### src/asd_pkg.sv
// Package for the address space decoder: address windows, layout constants, carrier structs.
// Assumes a 32-bit signed address space with byte addresses from the core.
package asd_pkg;

  localparam int          ADDR_W          = 32;
  localparam int          DATA_W          = 32;
  localparam int          BANK_CNT        = 4;
  localparam int          BANK_SEL_W      = 2;
  localparam int          PERIPH_OFF_W    = 12;
  localparam int          PERIPH_IDX_W    = 4;
  localparam int          SRAM_BYTES      = 16384;
  localparam int          SRAM_ADDR_W     = 14;
  localparam int          MUX_HALF_W      = 16;
  localparam int          TIMING_W        = 8;
  localparam int          TYPE_W          = 2;
  localparam int          WIDTH_CFG_W     = 2;
  localparam logic [7:0]  PHASES_PER_CYCLE    = 8'h02;

  // Signed lowest address and derived internal windows
  localparam logic [31:0] LOWEST_ADDRESS      = 32'h8000_0000;
  localparam logic [31:0] SRAM_LIMIT          = 32'h8000_4000;
  localparam logic [31:0] TRAP_AREA_BASE      = 32'h8000_0040;
  localparam logic [31:0] USER_MEMORY_START   = 32'h8000_0140;
  localparam logic [31:0] LINK_IN_BASE        = 32'h8000_0010;
  localparam logic [31:0] EVENT_CHAN_ADDR     = 32'h8000_0020;
  localparam logic [31:0] BOOT_ENTRY_POINT    = 32'h7fff_fffe;
  localparam logic [31:0] PERIPH_BASE         = 32'h2000_0000;
  localparam logic [31:0] PERIPH_LIMIT        = 32'h4000_0000;
  localparam logic [31:0] TRAP_STRUCT_BYTES   = 32'h0000_0010;

  // Peripheral block indices inside the window
  localparam logic [3:0]  PERIPH_IRQ_CTRL     = 4'h0;
  localparam logic [3:0]  PERIPH_LOW_POWER    = 4'h1;
  localparam logic [3:0]  PERIPH_EXT_MEM_CTRL = 4'h2;
  localparam logic [3:0]  PERIPH_DIAG         = 4'h3;

  // Bank memory type and width encodings
  localparam logic [1:0]  MEM_TYPE_SRAM       = 2'h0;
  localparam logic [1:0]  MEM_TYPE_DRAM       = 2'h1;
  localparam logic [1:0]  MEM_TYPE_ROM        = 2'h2;
  localparam logic [1:0]  MEM_TYPE_IO         = 2'h3;
  localparam logic [1:0]  BUS_W32             = 2'h0;
  localparam logic [1:0]  BUS_W16             = 2'h1;
  localparam logic [1:0]  BUS_W8              = 2'h2;

  // Access size encodings
  localparam logic [1:0]  SIZE_BYTE           = 2'h0;
  localparam logic [1:0]  SIZE_HALF           = 2'h1;
  localparam logic [1:0]  SIZE_WORD           = 2'h2;

  typedef struct packed {
    logic        valid;
    logic        device_op;
    logic        write;
    logic [1:0]  size;
    logic [31:0] addr;
    logic [31:0] wdata;
  } asd_req_s;

  typedef struct packed {
    logic [7:0]  setup_phases;
    logic [7:0]  strobe_phases;
    logic [1:0]  mem_type;
    logic [1:0]  bus_width;
  } asd_bank_cfg_s;

  typedef struct packed {
    logic        valid;
    logic        write;
    logic [1:0]  bank;
    logic        multiplexed;
    logic        row_phase;
    logic [29:0] ext_address_bus;
    logic [1:0]  byte_sel;
    logic [3:0]  byte_en;
    logic [31:0] ext_data_bus;
    logic [7:0]  phase_count;
    logic [1:0]  bus_width;
  } asd_ext_s;

  typedef struct packed {
    logic        valid;
    logic        write;
    logic [3:0]  block;
    logic [11:0] offset;
    logic [31:0] wdata;
  } asd_per_s;

  typedef struct packed {
    logic        valid;
    logic        write;
    logic [13:0] offset;
    logic [3:0]  byte_en;
    logic [31:0] wdata;
  } asd_sram_s;

endpackage

### src/asd_decoder.sv
// Address space decoder: steers each core access to SRAM, peripherals or an external bank.
// Assumes the core holds a request until accepted, and one request at a time.
`timescale 1ns/1ps

// Summary of operation
// - Device ops in peripheral window reach peripherals
// - Device ops elsewhere behave as memory accesses
// - Ordinary loads/stores in window go external
// - Window split into 4K peripheral blocks
// - 16K SRAM mapped from lowest address upward
// - SRAM wins over overlapping external memory
// - Disable pin sends SRAM range external
// - Pin low: SRAM range never external
// - Four equal external banks, no range check
// - Per-bank timing and type applied per access
// - External interface spans 4 gigabyte space
// - SRAM: channels, traps, then user memory
// - Trap area holds 16-byte structures per group
// - Channel words: outputs, inputs, event channel
// - Word addressing with byte/part-word support
// - External timing counted in half-cycle phases
// - Data LSB always on data line zero
// - DRAM banks get row/column multiplexed address
module asd_decoder
  import asd_pkg::*;
#(
  parameter int PERIPH_BLOCKS = 16
) (
  input  wire logic                   core_clk,         // Processor clock, 50 MHz
  input  wire logic                   arst_n,           // Async reset, active low
  input  wire asd_req_s               core_req,         // Core access request
  output logic                        core_ready,       // SRAM or peripheral request accepted this cycle
  input  wire logic                   internal_ram_disable_pin, // High disables SRAM
  input  wire asd_bank_cfg_s [3:0]    bank_cfg,         // Per-bank timing and type
  input  wire logic                   ext_done,         // External access finished
  input  wire logic                   per_ready,        // Peripheral accepts access
  output asd_sram_s                   sram_out,         // Internal SRAM access
  output asd_per_s                    per_out,          // Peripheral access
  output logic [PERIPH_BLOCKS-1:0]    per_sel,          // One-hot peripheral select
  output asd_ext_s                    ext_out,          // External memory access
  output logic                        trap_area_hit,    // Access lies in trap area
  output logic                        chan_area_hit,    // Access lies in channel words
  output logic                        user_area_hit     // Access at or above user start
);

  typedef enum logic [2:0] {
    ASD_IDLE = 3'b001,
    ASD_ROW  = 3'b010,
    ASD_COL  = 3'b100
  } asd_state_e;

  function automatic logic [3:0] asd_byte_en(input logic [1:0] size, input logic [1:0] lo);
    case (size)
      SIZE_BYTE: asd_byte_en = 4'h1 << lo;
      SIZE_HALF: asd_byte_en = lo[1] ? 4'hc : 4'h3;
      default:   asd_byte_en = 4'hf;
    endcase
  endfunction

  function automatic logic asd_in_range(input logic [31:0] a, input logic [31:0] lo,
                                        input logic [31:0] hi);
    asd_in_range = (a >= lo) && (a < hi);
  endfunction

  logic       rst_sync1_ff;
  logic       rst_sync2_ff;
  logic       ram_dis_s1_ff;
  logic       ram_dis_s2_ff;
  asd_state_e state_ff;
  asd_state_e nxt_state;
  asd_ext_s   ext_ff;
  asd_ext_s   nxt_ext;
  asd_sram_s  sram_ff;
  asd_per_s   per_ff;
  logic [PERIPH_BLOCKS-1:0] per_sel_ff;
  logic [2:0] area_ff;
  logic [7:0] phase_ff;
  logic [7:0] nxt_phase;

  wire rst_n = rst_sync2_ff;

  always_ff @(posedge core_clk or negedge arst_n) begin
    if (!arst_n) begin
      rst_sync1_ff <= 1'b0;
      rst_sync2_ff <= 1'b0;
    end else begin
      rst_sync1_ff <= 1'b1;
      rst_sync2_ff <= rst_sync1_ff;
    end
  end

  // Disable pin is asynchronous to the core clock
  always_ff @(posedge core_clk or negedge rst_n) begin
    if (!rst_n) begin
      ram_dis_s1_ff <= 1'b0;
      ram_dis_s2_ff <= 1'b0;
    end else begin
      ram_dis_s1_ff <= internal_ram_disable_pin;
      ram_dis_s2_ff <= ram_dis_s1_ff;
    end
  end

  wire [31:0] addr      = core_req.addr;
  wire        in_sram   = asd_in_range(addr, LOWEST_ADDRESS, SRAM_LIMIT);
  wire        to_sram   = in_sram && !ram_dis_s2_ff;
  wire        in_periph = asd_in_range(addr, PERIPH_BASE, PERIPH_LIMIT);
  // Device op in window goes to peripherals
  wire        to_per    = core_req.device_op && in_periph && !to_sram;
  // Other device ops treated as memory
  // Plain loads in window stay external
  // Disabled SRAM falls through to external
  wire        to_ext    = !to_sram && !to_per;
  // Block from bits above 12-bit offset
  wire [PERIPH_IDX_W-1:0] per_idx = addr[PERIPH_OFF_W +: PERIPH_IDX_W];
  wire        per_valid = (32'(per_idx) < 32'(PERIPH_BLOCKS));
  // Top two bits choose the bank
  wire [BANK_SEL_W-1:0] bank = addr[ADDR_W-1 -: BANK_SEL_W];
  wire asd_bank_cfg_s cfg   = bank_cfg[bank];
  wire        is_mux    = (cfg.mem_type == MEM_TYPE_DRAM);
  // Byte lanes from size and low bits
  wire [3:0]  be        = asd_byte_en(core_req.size, addr[1:0]);

  // Regions split at trap area base and user memory start
  wire        chan_hit  = asd_in_range(addr, LOWEST_ADDRESS, TRAP_AREA_BASE);
  wire        trap_hit  = asd_in_range(addr, TRAP_AREA_BASE, USER_MEMORY_START);
  wire        user_hit  = asd_in_range(addr, USER_MEMORY_START, SRAM_LIMIT);

  wire        idle      = (state_ff == ASD_IDLE);
  wire        take      = core_req.valid && idle && (!to_per || per_ready);
  wire        phase_end = (phase_ff == 8'h00);

  assign core_ready = take && !to_ext;

  always_comb begin
    nxt_state = state_ff;
    nxt_ext   = ext_ff;
    nxt_phase = phase_ff;
    case (state_ff)
      ASD_IDLE: begin
        nxt_ext.valid = 1'b0;
        if (take && to_ext) begin
          nxt_ext.valid       = 1'b1;
          nxt_ext.write       = core_req.write;
          nxt_ext.bank        = bank;
          nxt_ext.multiplexed = is_mux;
          nxt_ext.bus_width   = cfg.bus_width;
          nxt_ext.byte_sel    = addr[1:0];
          nxt_ext.byte_en     = be;
          // LSB of data on line zero
          nxt_ext.ext_data_bus = core_req.wdata;
          // Row half first for multiplexed banks
          nxt_ext.row_phase   = is_mux;
          // Full 30-bit word address on plain banks, 4 GB; row half on multiplexed
          nxt_ext.ext_address_bus = is_mux ? {14'h0000, addr[ADDR_W-1 -: MUX_HALF_W]}
                                           : addr[ADDR_W-1:2];
          nxt_phase = 8'(cfg.setup_phases + cfg.strobe_phases);
          nxt_ext.phase_count = nxt_phase;
          nxt_state = is_mux ? ASD_ROW : ASD_COL;
        end
      end
      ASD_ROW: begin
        if (phase_end || phase_ff == 8'h01) begin
          nxt_ext.row_phase       = 1'b0;
          nxt_ext.ext_address_bus = {14'h0000, ext_ff.ext_address_bus[15:0] ^ 16'h0000};
          nxt_state = ASD_COL;
        end else begin
          nxt_phase = phase_ff - PHASES_PER_CYCLE;
        end
      end
      ASD_COL: begin
        if (!phase_end)
          nxt_phase = (phase_ff > 8'h01) ? phase_ff - PHASES_PER_CYCLE : 8'h00;
        if (ext_done && phase_end) begin
          nxt_ext.valid = 1'b0;
          nxt_state = ASD_IDLE;
        end
      end
      default: nxt_state = ASD_IDLE;
    endcase
  end

  always_ff @(posedge core_clk or negedge rst_n) begin
    if (!rst_n) begin
      state_ff <= ASD_IDLE;
      ext_ff   <= '0;
      phase_ff <= 8'h00;
    end else begin
      state_ff <= nxt_state;
      ext_ff   <= nxt_ext;
      phase_ff <= nxt_phase;
    end
  end

  // Column half kept for the second address beat
  logic [15:0] col_ff;
  always_ff @(posedge core_clk or negedge rst_n) begin
    if (!rst_n) begin
      col_ff <= 16'h0000;
    end else if (take && to_ext) begin
      col_ff <= addr[MUX_HALF_W-1:0];
    end
  end

  always_ff @(posedge core_clk or negedge rst_n) begin
    if (!rst_n) begin
      sram_ff    <= '0;
      per_ff     <= '0;
      per_sel_ff <= '0;
      area_ff    <= 3'h0;
    end else begin
      sram_ff.valid   <= take && to_sram;
      sram_ff.write   <= core_req.write;
      sram_ff.offset  <= addr[SRAM_ADDR_W-1:0];
      sram_ff.byte_en <= be;
      sram_ff.wdata   <= core_req.wdata;
      per_ff.valid    <= take && to_per && per_valid;
      per_ff.write    <= core_req.write;
      per_ff.block    <= per_idx;
      per_ff.offset   <= addr[PERIPH_OFF_W-1:0];
      per_ff.wdata    <= core_req.wdata;
      per_sel_ff      <= (take && to_per && per_valid) ?
                         PERIPH_BLOCKS'(1) << per_idx : '0;
      area_ff         <= (take && to_sram) ? {user_hit, trap_hit, chan_hit} : 3'h0;
    end
  end

  always_comb begin
    ext_out = ext_ff;
    if (ext_ff.valid && ext_ff.multiplexed && !ext_ff.row_phase)
      ext_out.ext_address_bus = {14'h0000, col_ff};
  end

  assign sram_out      = sram_ff;
  assign per_out       = per_ff;
  assign per_sel       = per_sel_ff;
  assign chan_area_hit = area_ff[0];
  assign trap_area_hit = area_ff[1];
  assign user_area_hit = area_ff[2];
endmodule

### config.mk
export PLATFORM = sky130hd
export DESIGN_NAME = asd_decoder
export DESIGN_NICKNAME = d
export VERILOG_FILES = /design/src/asd_pkg.sv /design/src/asd_decoder.sv
export SDC_FILE = /design/constraint.sdc
export NUM_CORES = 1
export LEC_CHECK = 0
export ABC_AREA = 1
export BUFFER_PORTS_ARGS = -buffer_cell sky130_fd_sc_hd__buf_4
export CAP_MARGIN = 15
export CORE_ASPECT_RATIO = 1.1
export CORE_UTILIZATION = 44
export DETAILED_ROUTE_END_ITERATION = 6
export PLACE_DENSITY = 0.73
export SLEW_MARGIN = 10
export SYNTH_ARGS = -nofsm -noshare
export SYNTH_HDL_FRONTEND = slang
export SYNTH_SLANG_ARGS = --single-unit
### constraint.sdc
create_clock -name core_clk -period 5.4 [get_ports core_clk]
set_input_delay 0.54 -clock core_clk [delete_from_list [all_inputs] [get_ports core_clk]]
set_output_delay 0.54 -clock core_clk [all_outputs]
set_load 0.02 [all_outputs]
==> results.md, run 1 <==
- Setup WS post-layout: 2590 ps
- Filler cell count: 1835
- Core footprint: 20000 um2
- CTS tree: built
- Min Hold Slack: 217 ps
- Count of state elements after synthesis: 189
- Synth area leaders: dfrtp_1 (52%), nand2_1 (15%), buf_4 (8.7%)
- Die Ht: 152 um
- Initial antenna violation count: 0
- Final wirelength: 26900 um
- Crit start category: register
- Final Cell Area: 11700 um2
- Number of synthesized flops with an enable pin: 0
- Max Freq: 356 MHz
- Yosys warning count: 0
- Max-slew violation count: 0
- Post-Synthesis Cells: 1057
- Initial Util: 45.2%
- Top cell type's share of synthesized area: 52.1%
- Pre-CTS WS: 2240 ps
- Final setup vio count: 0
- Diodes inserted: 0
- Die area: 21100 um2
- Port Buf Inserts: 359
- Starting DRC count in detailed routing: 532
- Hold Vio Cnt, Final: 0
- Clk sink count: 189
- Critical-path cell with the highest stage delay: inv_2
- Worst rel slew slack: 33.3%
- Post-synth top area cell: dfrtp_1
- Post-route DRC: 27
- Sequential share of the synthesized area: 52.4%
- Status: complete, but fails checks
- Crit path kind: reg2reg
- Async SR Flop Fraction: 100%
- Req. time, crit path: 5750 ps
- Clk_lat worst skew: 430 ps
- Unrepaired setup endpoints after global routing: no
- DP Wirelength: 20000 um
- GRT Overall Usage: 26.0%
- Syn avg cell area: 8.55 um2
- First-pass GRT wire length: 41900 um
- Final setup skew: 11.6 ps
- HP Class: in2reg
- Tcrit/Tclk final: 52.0%
- CTS root buf: clkbuf_16
- Resized cells post-CTS: 0
- Crit. End Element: register
- FF-to-FF path depth: 9
- Pwr dens: 492 nW/um2
- Via-per-instance ratio: 4.95
- Max VDD drop: 0.000210 V
- Area growth from synthesis to layout: 29.3%
- Yosys cell types: 42
- Post-DR wirelength/cell: 17.2 um
- Number of global-route vias before repair: 7695
- Critical Path AT: 3160 ps
- Clock Path Buffers: 2
- Initial DRT Pass Iterations: 7
- Routed vias: 7760
- Reg-to-reg setup timing slack: 2590 ps
- Num ports: 360
- Pin count of the biggest net entering global routing: 188
- Fraction of layout cells with a size suffix above 1: 31.9%
- Synth Net Count: 1220
- Cells on Worst Hold Path: 1
- Worst-path cell chain: nand3_1 -> clkinv_1 -> nand2_1 -> nor2_4 -> nand3_4 -> inv_2 -> buf_12 -> o21ai_0 -> o21ai_1
- Crit-path max cell delay: 670 ps
- GP Congestion: 0.846
- Net count, final: 1466
- Die Span X: 139 um
- Crit Path Max Fanout: 51
- CTS Buf Count: 17
- Clk slew on worst S/H paths: 70 ps
- Static Leak: 0.00638 uW
- Placed cell areas: 11100 um2
- Tmin final: 2810 ps
- Post-layout util: 58.4%
- Htree depth: 4
- Failing checks: DRC
- Total grt overflow: 0
- Rows: 54
- Setup TNS: 0 ps
- MaxCap Viol Count: 0
- Final ANT Viol Nets: 0
- Mapped cell area: 9030 um2
- Ys flop type: dfrtp_1
- Worst slew pin tran: 1000 ps
cells in the mapped netlist, types with 8 or more instances:
| master | n |
|---|---|
| buf_4 | 105 |
| o31ai_1 | 14 |
| clkbuf_1 | 8 |
| o21ai_0 | 43 |
| nand2_1 | 370 |
| o21ai_1 | 14 |
| nand3_1 | 44 |
| a21oi_1 | 10 |
| buf_2 | 12 |
| a22oi_1 | 14 |
| inv_1 | 79 |
| nor2_1 | 77 |
| ha_1 | 8 |
| dfrtp_1 | 188 |
| buf_6 | 13 |
where the power goes:
group	leakage, uW	internal, uW	switching [uW]
logic	0.00376	910	1510
clock network	0.000286	657	585
registers	0.00234	1840	240
total	0.00638	3410	2340
logic make-up (layout without fill, tap and decap cells):
logic type	after synthesis	after routing	share of synthesized area [%]
AO/OA/AOI/OAI	103	103	6.72
XOR/XNOR	8	8	0.776
adder cells (fa/ha/maj)	9	9	1.33
buffers and inverters	225	483	15.0
flip-flops	189	189	52.4
other	1	1	0.0415
AND/OR/NAND/NOR	522	522	23.8
stage by stage:
step	total power (uW)	std cells
floorplan	3830	1057
CTS	5800	1567
finish	5740	1567
global placement	4490	1535
detailed placement	4530	1535
global route	6110	1567
cell type report:
cell class | count | area [um2] | area share, %
clock buffers | 18 | 429 | 3.67
clock inverters | 13 | 153 | 1.31
inverters | 87 | 329 | 2.82
multi-input cells | 643 | 2960 | 25.3
flip-flops and latches | 189 | 4730 | 40.5
well taps | 252 | 315 | 2.70
repair buffers | 365 | 2770 | 23.7
flip-flops by register name, indices dropped and copies added (netlist names):
| register | flops |
|---|---|
| col_ff | 16 |
| rst_sync1_ff | 1 |
| area_ff | 3 |
| ext_ff | 30 |
| state_ff | 3 |
| per_sel | 16 |
| ext_out | 54 |
| sram_out | 6 |
| per_out | 49 |
| ram_dis_s1_ff | 1 |
| rst_n | 1 |
| ram_dis_s2_ff | 1 |
| phase_ff | 8 |
layer usage:
metal,share of wire (%),wire [um],vias to the layer above,track usage [%]
li1,-,-,3714,-
met1,39,10400,3669,31.0
met2,52,13900,342,46.1
met3,7.5,2020,35,5.94
met4,2.1,560,0,8.94
met5,0,0,-,0
cell usage in the layout (no fill, tap or decap), drive strengths merged:
master	instances
xor2	6
nor3	9
ha	8
a22oi	14
o22ai	1
nand4	7
buf	364
xnor2	2
conb	1
fa	1
o221ai	2
dfstp	1
a31oi	1
o21ai	57
clkbuf	18
inv	92
a21oi	11
or2	4
nand2	372
bufinv	1
nor3b	1
dlygate4sd3	1
o211ai	3
nand3	47
nor2	81
dfrtp	188
clkinv	7
o31ai	14
nor4	1
timing repair:
item | CTS | global route
hold buffers | 1 | 0
buffers inserted | 0 | 0
endpoints found under the hold margin | 2 | 0
critical path, delay by kind of cell, from the launching register on:
kind / cells / cell delay [ps]
AOI/OAI and AO/OA: 2 / 250
buffers and inverters: 3 / 1130
and+or+nand+nor: 4 / 780
DFF: 1 / 530
path summary, 6_finish.rpt:
path / endpoint / start
setup / recovery: ext_ff[48] / state_ff[0]
hold / removal: ram_dis_s1_ff / internal_ram_disable_pin
setup reg to reg: ext_ff[48] / state_ff[0]
min in group asynchronous: rst_n / arst_n
max in group asynchronous: ext_out[79] / rst_n
hold reg to reg: ram_dis_s2_ff / ram_dis_s1_ff
No activity file was read; power rests on OpenSTA's default activity.
==> inputs of run 2 (changes only) <==
- ABC_AREA: 1 -> 0
- CORE_AREA: not set -> 2 2 142 144
- CORE_ASPECT_RATIO: 1.1 -> not set
- CORE_UTILIZATION: 44 -> not set
- DIE_AREA: not set -> 0 0 144 146
- PLACE_DENSITY: 0.73 -> 0.72
- clock period: 5.4 -> 2.8 ns (I/O delays scaled with it)
==> run 2 against run 1 <==
Effect of this change: global-route usage decreased by 3.2 points; critical path depth decreased by 5; via count is 13% lower; synthesized cell count decreased by 25%; non-clock buffer count rose by 59; final cell count down 12%; clock skew fell by 2.0 ps; sequential cell count stayed put; the flow now finishes without violations; largest power group unchanged; highest routed layer unchanged; design area up 2.4%.
==> results.md, run 2 <==
- Tcrit/Tclk final: 85.6%
- Post-route DRC: 0
- Final ANT Viol Nets: 0
- Worst rel slew slack: 57.1%
- Count of state elements after synthesis: 189
- Resized cells post-CTS: 0
- Top-count cell post-synth: nand2_1
- Post-layout util: 61.9%
- Hold Vio Cnt, Final: 0
- Worst r2r src: phase_ff[2]
- DP Wirelength: 17600 um
- Top cell type's share of synthesized area: 54.6%
- Async SR Flop Fraction: 100%
- Worst-path cell chain: nand3b_1 -> buf_12 -> mux2_2 -> buf_4
- Initial DRT Pass Iterations: 5
- Combinational family with the most area after synthesis: simple AND/OR/NAND/NOR gates
- Total grt overflow: 0
- Synth Net Count: 958
- Max Freq: 417 MHz
- GP Congestion: 0.843
- Critical Path AT: 2120 ps
- Critical-path cell with the highest stage delay: nand3b_1
- Synth cell count leaders: nand2_1 (190), dfrtp_1 (188), buf_4 (103)
- Crit. End Element: primary output
- Met2 wire length: 12200 um
- MaxCap Viol Count: 0
- Num ports: 360
- Status: completed
- Routed met3 length: 1670 um
- Yosys cell types: 59
- Final setup skew: 9.65 ps
- Final wirelength: 23800 um
- Clk sink count: 189
- Tmin final: 2400 ps
- Crit-path leading delay family: buffers and inverters
- Diodes inserted: 0
- Final setup vio count: 0
- Min-Delay Endpoint: per_out[34]
- Initial Util: 44.6%
- HP Class: in2reg
- Synth Area in Simple Gates: 15.0%
- Crit start category: register
- Pre-CTS WS: 103 ps
- Starting DRC count in detailed routing: 258
- Post-Synthesis Cells: 795
- Die Span X: 144 um
- First-pass GRT wire length: 36700 um
- Max VDD drop: 0.000385 V
- Max-slew violation count: 0
- Crit path kind: reg2out
- Met1 Routed Length: 9300 um
- Clock Path Buffers: 2
- Via-per-instance ratio: 4.92
- Rows: 51
- Initial antenna violation count: 0
- Req. time, crit path: 2520 ps
- Static Leak: 0.00606 uW
- Post-synthesis adder-cell area fraction: 1.39%
- Core footprint: 19300 um2
- Setup WS post-layout: 404 ps
- Mapped cell area: 8620 um2
- GRT Overall Usage: 22.8%
- CTS Buf Count: 17
- Syn avg cell area: 10.8 um2
- Post-DR wirelength/cell: 17.2 um
- FF-to-FF path depth: 5
- Crit Path Max Fanout: 16
- CP bufs+invs: 2
- Net count, final: 1264
- Port Buf Inserts: 359
- Most common cell after layout, fill and taps aside: buf_4
- Post-synth top area cell: dfrtp_1
- Max FFs per register: 54
- XOR/XNOR share of the synthesized area: 0.609%
- CTS root buf: clkbuf_16
- Yosys warning count: 0
- Worst slew pin tran: 643 ps
- Fraction of layout cells with a size suffix above 1: 41.7%
- Routed vias: 6785
- Number of synthesized flops with an enable pin: 0
- Post-synthesis compound-gate area fraction: 7.47%
- Setup bufs post-CTS: 0
- Pin count of the biggest net entering global routing: 63
- CTS tree: built
- Top sig layer: met4
- Die area: 21000 um2
- Number of global-route vias before repair: 6792
- Clk slew on worst S/H paths: 70 ps
- Commonest cells after routing, fill and taps aside: buf_4 (372), nand2_1 (190), dfrtp_1 (187)
- Filler cell count: 1620
- Reg-to-reg setup timing slack: 610 ps
- Sequential share of the synthesized area: 54.9%
- Hold Startpoint: core_req[34]
- Setup TNS: 0 ps
- Unrepaired setup endpoints after global routing: no
- Area growth from synthesis to layout: 38.8%
- Die Ht: 146 um
- Ys flop type: dfrtp_1
- Synth area leaders: dfrtp_1 (55%), buf_4 (9.0%), nand2_1 (8.3%)
- Clk_lat worst skew: 430 ps
- Pwr dens: 905 nW/um2
- Multiplexer share of the synthesized area: 8.97%
- Crit. path cell count: 4
- R2R Path End: phase_ff[6]
- Cells on Worst Hold Path: 1
- Crit-path max cell delay: 490 ps
- Htree depth: 4
-- run 2: logic make-up after synthesis --
logic type / after synthesis
fa+ha+maj: 9
buf+inv: 150
xor+xnor: 6
compound gates: 97
other cells: 1
simple gates: 291
mux: 52
flops: 189
-- run 2: what timing repair did --
action,in CTS,in global routing
setup endpoints to repair,0,0
hold buffers,46,0
hold endpoints to repair,47,0
-- run 2: routing by layer --
layer / vias up / global-route usage, %
met1: 3280 / 27.8
li1: 3175 / -
met4: 0 / 8.53
met3: 34 / 4.90
met2: 296 / 39.4
met5: - / 0
-- run 2: final cells by class --
class / count / area [um2] / share of cell area (%)
Multi-Input combinational cell: 456 / 2900 / 24.2
Tap cell: 265 / 332 / 2.77
Clock buffer: 18 / 439 / 3.67
Timing Repair Buffer: 424 / 3370 / 28.2
Inverter: 13 / 48.8 / 0.408
Clock inverter: 14 / 143 / 1.19
Sequential cell: 189 / 4730 / 39.6
-- run 2: how the worst max path moves through the flow --
stage                       end         start
floorplan           phase_ff[7]  core_req[62]
global placement    phase_ff[6]  core_req[62]
detailed placement  phase_ff[6]  core_req[62]
CTS                 ext_out[63]   ext_out[78]
global route        ext_out[63]   ext_out[78]
finish              ext_out[63]   ext_out[78]
-- run 2: where the power goes --
part,total (uW),switching [uW],internal [uW]
registers,4010,474,3540
clock network,2410,1120,1280
logic,4410,2490,1930
-- run 2: per-stage QoR --
stage / power (uW) / area (um2) / cells / hold slack, ps
after detailed placement: 8440 / 10900 / 1301 / 64.0
final: 10800 / 12000 / 1379 / 34.3
after global routing: 11500 / 12000 / 1379 / 6.88
after global placement: 8340 / 10900 / 1301 / 62.2
after CTS: 10900 / 12000 / 1379 / 10.5
after floorplan: 7090 / 8630 / 795 / -15.6
==> inputs of run 3 (changes only) <==
- ABC_AREA: 0 -> 1
- CORE_AREA: 2 2 142 144 -> 2 2 139 141
- DIE_AREA: 0 0 144 146 -> 0 0 141 143
- PLACE_DENSITY: 0.72 -> 0.77
==> run 3 against run 2 <==
Effect of this change: sequential power about the same; global-route usage increased by 4.3 points; fmax increased by 1.0%; highest routed layer unchanged; sequential share of layout area decreased by 0.89 points; clock skew increased by 4.5 ps.
==> results.md, run 3 (synthesis gave the netlist of run 1 again) <==
- Status: completed
- Static Leak: 0.00664 uW
- Die Span X: 141 um
- Max-slew violation count: 0
- Non-filler cells, final: 1606
- Crit start category: input port
- First-pass GRT wire length: 42100 um
- Num ports: 360
- Diodes inserted: 0
- Clk sink count: 189
- Most common cell after layout, fill and taps aside: nand2_1
- Clk_lat worst skew: 430 ps
- GP Congestion: 0.869
- Clk slew on worst S/H paths: 70 ps
- Reg-to-reg setup timing slack: 480 ps
- Initial DRT Pass Iterations: 6
- Min-Delay Endpoint: ext_ff[66]
- Post-DR wirelength/cell: 16.9 um
- Filler cell count: 1508
- GRT Overall Usage: 27.1%
- Cells on Worst Hold Path: 3
- CTS tree: built
- Fraction of layout cells with a size suffix above 1: 31.2%
- Tmin final: 2370 ps
- Placed cells: 1523
- Crit path kind: in2out
- Hold Vio Cnt, Final: 0
- Initial antenna violation count: 0
- Htree depth: 4
- Critical Path AT: 2090 ps
- Final wirelength: 27200 um
- Final ANT Viol Nets: 0
- Max FFs per register: 54
- Pin count of the biggest net entering global routing: 65
- Commonest cells after routing, fill and taps aside: nand2_1 (370), buf_4 (367), dfrtp_1 (187)
- MaxCap Viol Count: 0
- FF-to-FF path depth: 9
- Area growth from synthesis to layout: 35.5%
- Crit. End Element: primary output
- Clock Path Buffers: 2
- Post-route DRC: 0
- DP Wirelength: 20000 um
- Initial Util: 48.6%
- Unrepaired setup endpoints after global routing: no
- R2R Path End: ext_ff[49]
- Routed vias: 8014
- Max Freq: 422 MHz
- Tcrit/Tclk final: 84.7%
- Post-layout util: 65.9%
- Final setup skew: 14.1 ps
- Final Cell Area: 12200 um2
- Total grt overflow: 0
- CTS Buf Count: 17
- Worst r2r src: state_ff[0]
- HP Class: in2reg
- Max VDD drop: 0.000433 V
- Die Ht: 143 um
- Via-per-instance ratio: 4.99
- Req. time, crit path: 2520 ps
- Final setup vio count: 0
- Die area: 20200 um2
- Net count, final: 1522
- Pwr dens: 918 nW/um2
- Rows: 50
- Number of global-route vias before repair: 7966
- Port Buf Inserts: 359
- Starting DRC count in detailed routing: 535
- Crit Path Max Fanout: 9
- Worst slew pin tran: 659 ps
- Hold Startpoint: core_req[52]
- Core footprint: 18600 um2
- Worst rel slew slack: 56.0%
- Setup TNS: 0 ps
- CTS root buf: clkbuf_16
- Placed cell areas: 11100 um2
run 3: changes by cell type in the layout (fill, tap and decap cells not counted), sizes merged, moves of 7 or more:
| cell | before | now |
|---|---|---|
| nand2 | 191 | 372 |
| inv | 22 | 95 |
| nor2 | 29 | 81 |
| nand3 | 7 | 47 |
| mux2 | 22 | 0 |
| o21ai | 38 | 57 |
| mux4 | 18 | 0 |
| a22o | 16 | 0 |
| and2 | 15 | 0 |
| a22oi | 1 | 14 |
| o31ai | 1 | 14 |
| mux2i | 12 | 0 |
| buf | 378 | 370 |
| a21o | 7 | 0 |
run 3: final cells by class:
| cell class | instances | area (um2) | area share, % |
|---|---|---|---|
| flip-flops and latches | 189 | 4730 | 38.7 |
| repair buffers | 421 | 3330 | 27.2 |
| multi-input cells | 643 | 2960 | 24.2 |
| clock buffers | 18 | 439 | 3.59 |
| inverters | 87 | 329 | 2.69 |
| well taps | 234 | 293 | 2.39 |
| clock inverters | 14 | 164 | 1.34 |
run 3: worst max path at each step:
stage	depth (start not counted)	start	to	slack [ps]
2_1_floorplan	15	core_req[62]	phase_ff[7]	480
3_3_place_gp	15	core_req[62]	phase_ff[4]	300
3_5_place_dp	15	core_req[62]	phase_ff[7]	240
4_1_cts	5	ext_out[78]	ext_out[50]	440
5_1_grt	9	state_ff[0]	ext_ff[49]	260
6_report	8	core_req[46]	core_ready	430
run 3: stage by stage:
step	power [uW]	setup WS, ps	hold slack, ps
global route	12000	256	88.5
detailed placement	8760	237	66.5
CTS	11300	436	0.702
global placement	8640	299	63.6
floorplan	7390	479	-15.6
finish	11200	428	108
run 3: layer usage:
| layer | global-route usage [%] | part of all wire (%) |
|---|---|---|
| met2 | 48.8 | 51 |
| met3 | 6.74 | 7.4 |
| met5 | 0 | 0 |
| met1 | 31.5 | 39 |
| met4 | 9.42 | 2.7 |
run 3: worst max-delay path, stage by stage:
cell and delay [ps]:
dlygate4sd3_1 540, buf_4 160, inv_2 130, nand2_1 100, nor3_1 200, nand3_2 150, a21oi_1 320, buf_4 210
run 3: power breakdown:
group | internal, uW | switching (uW)
Sequential | 3550 | 493
Clock | 1310 | 1150
Combinational | 1810 | 2940
Total | 6660 | 4580
run 3: timing repair:
item | CTS | global route
gates resized for setup | 0 | 0
hold buffers | 50 | 1
hold endpoints to repair | 51 | 1
buffers inserted | 0 | 0
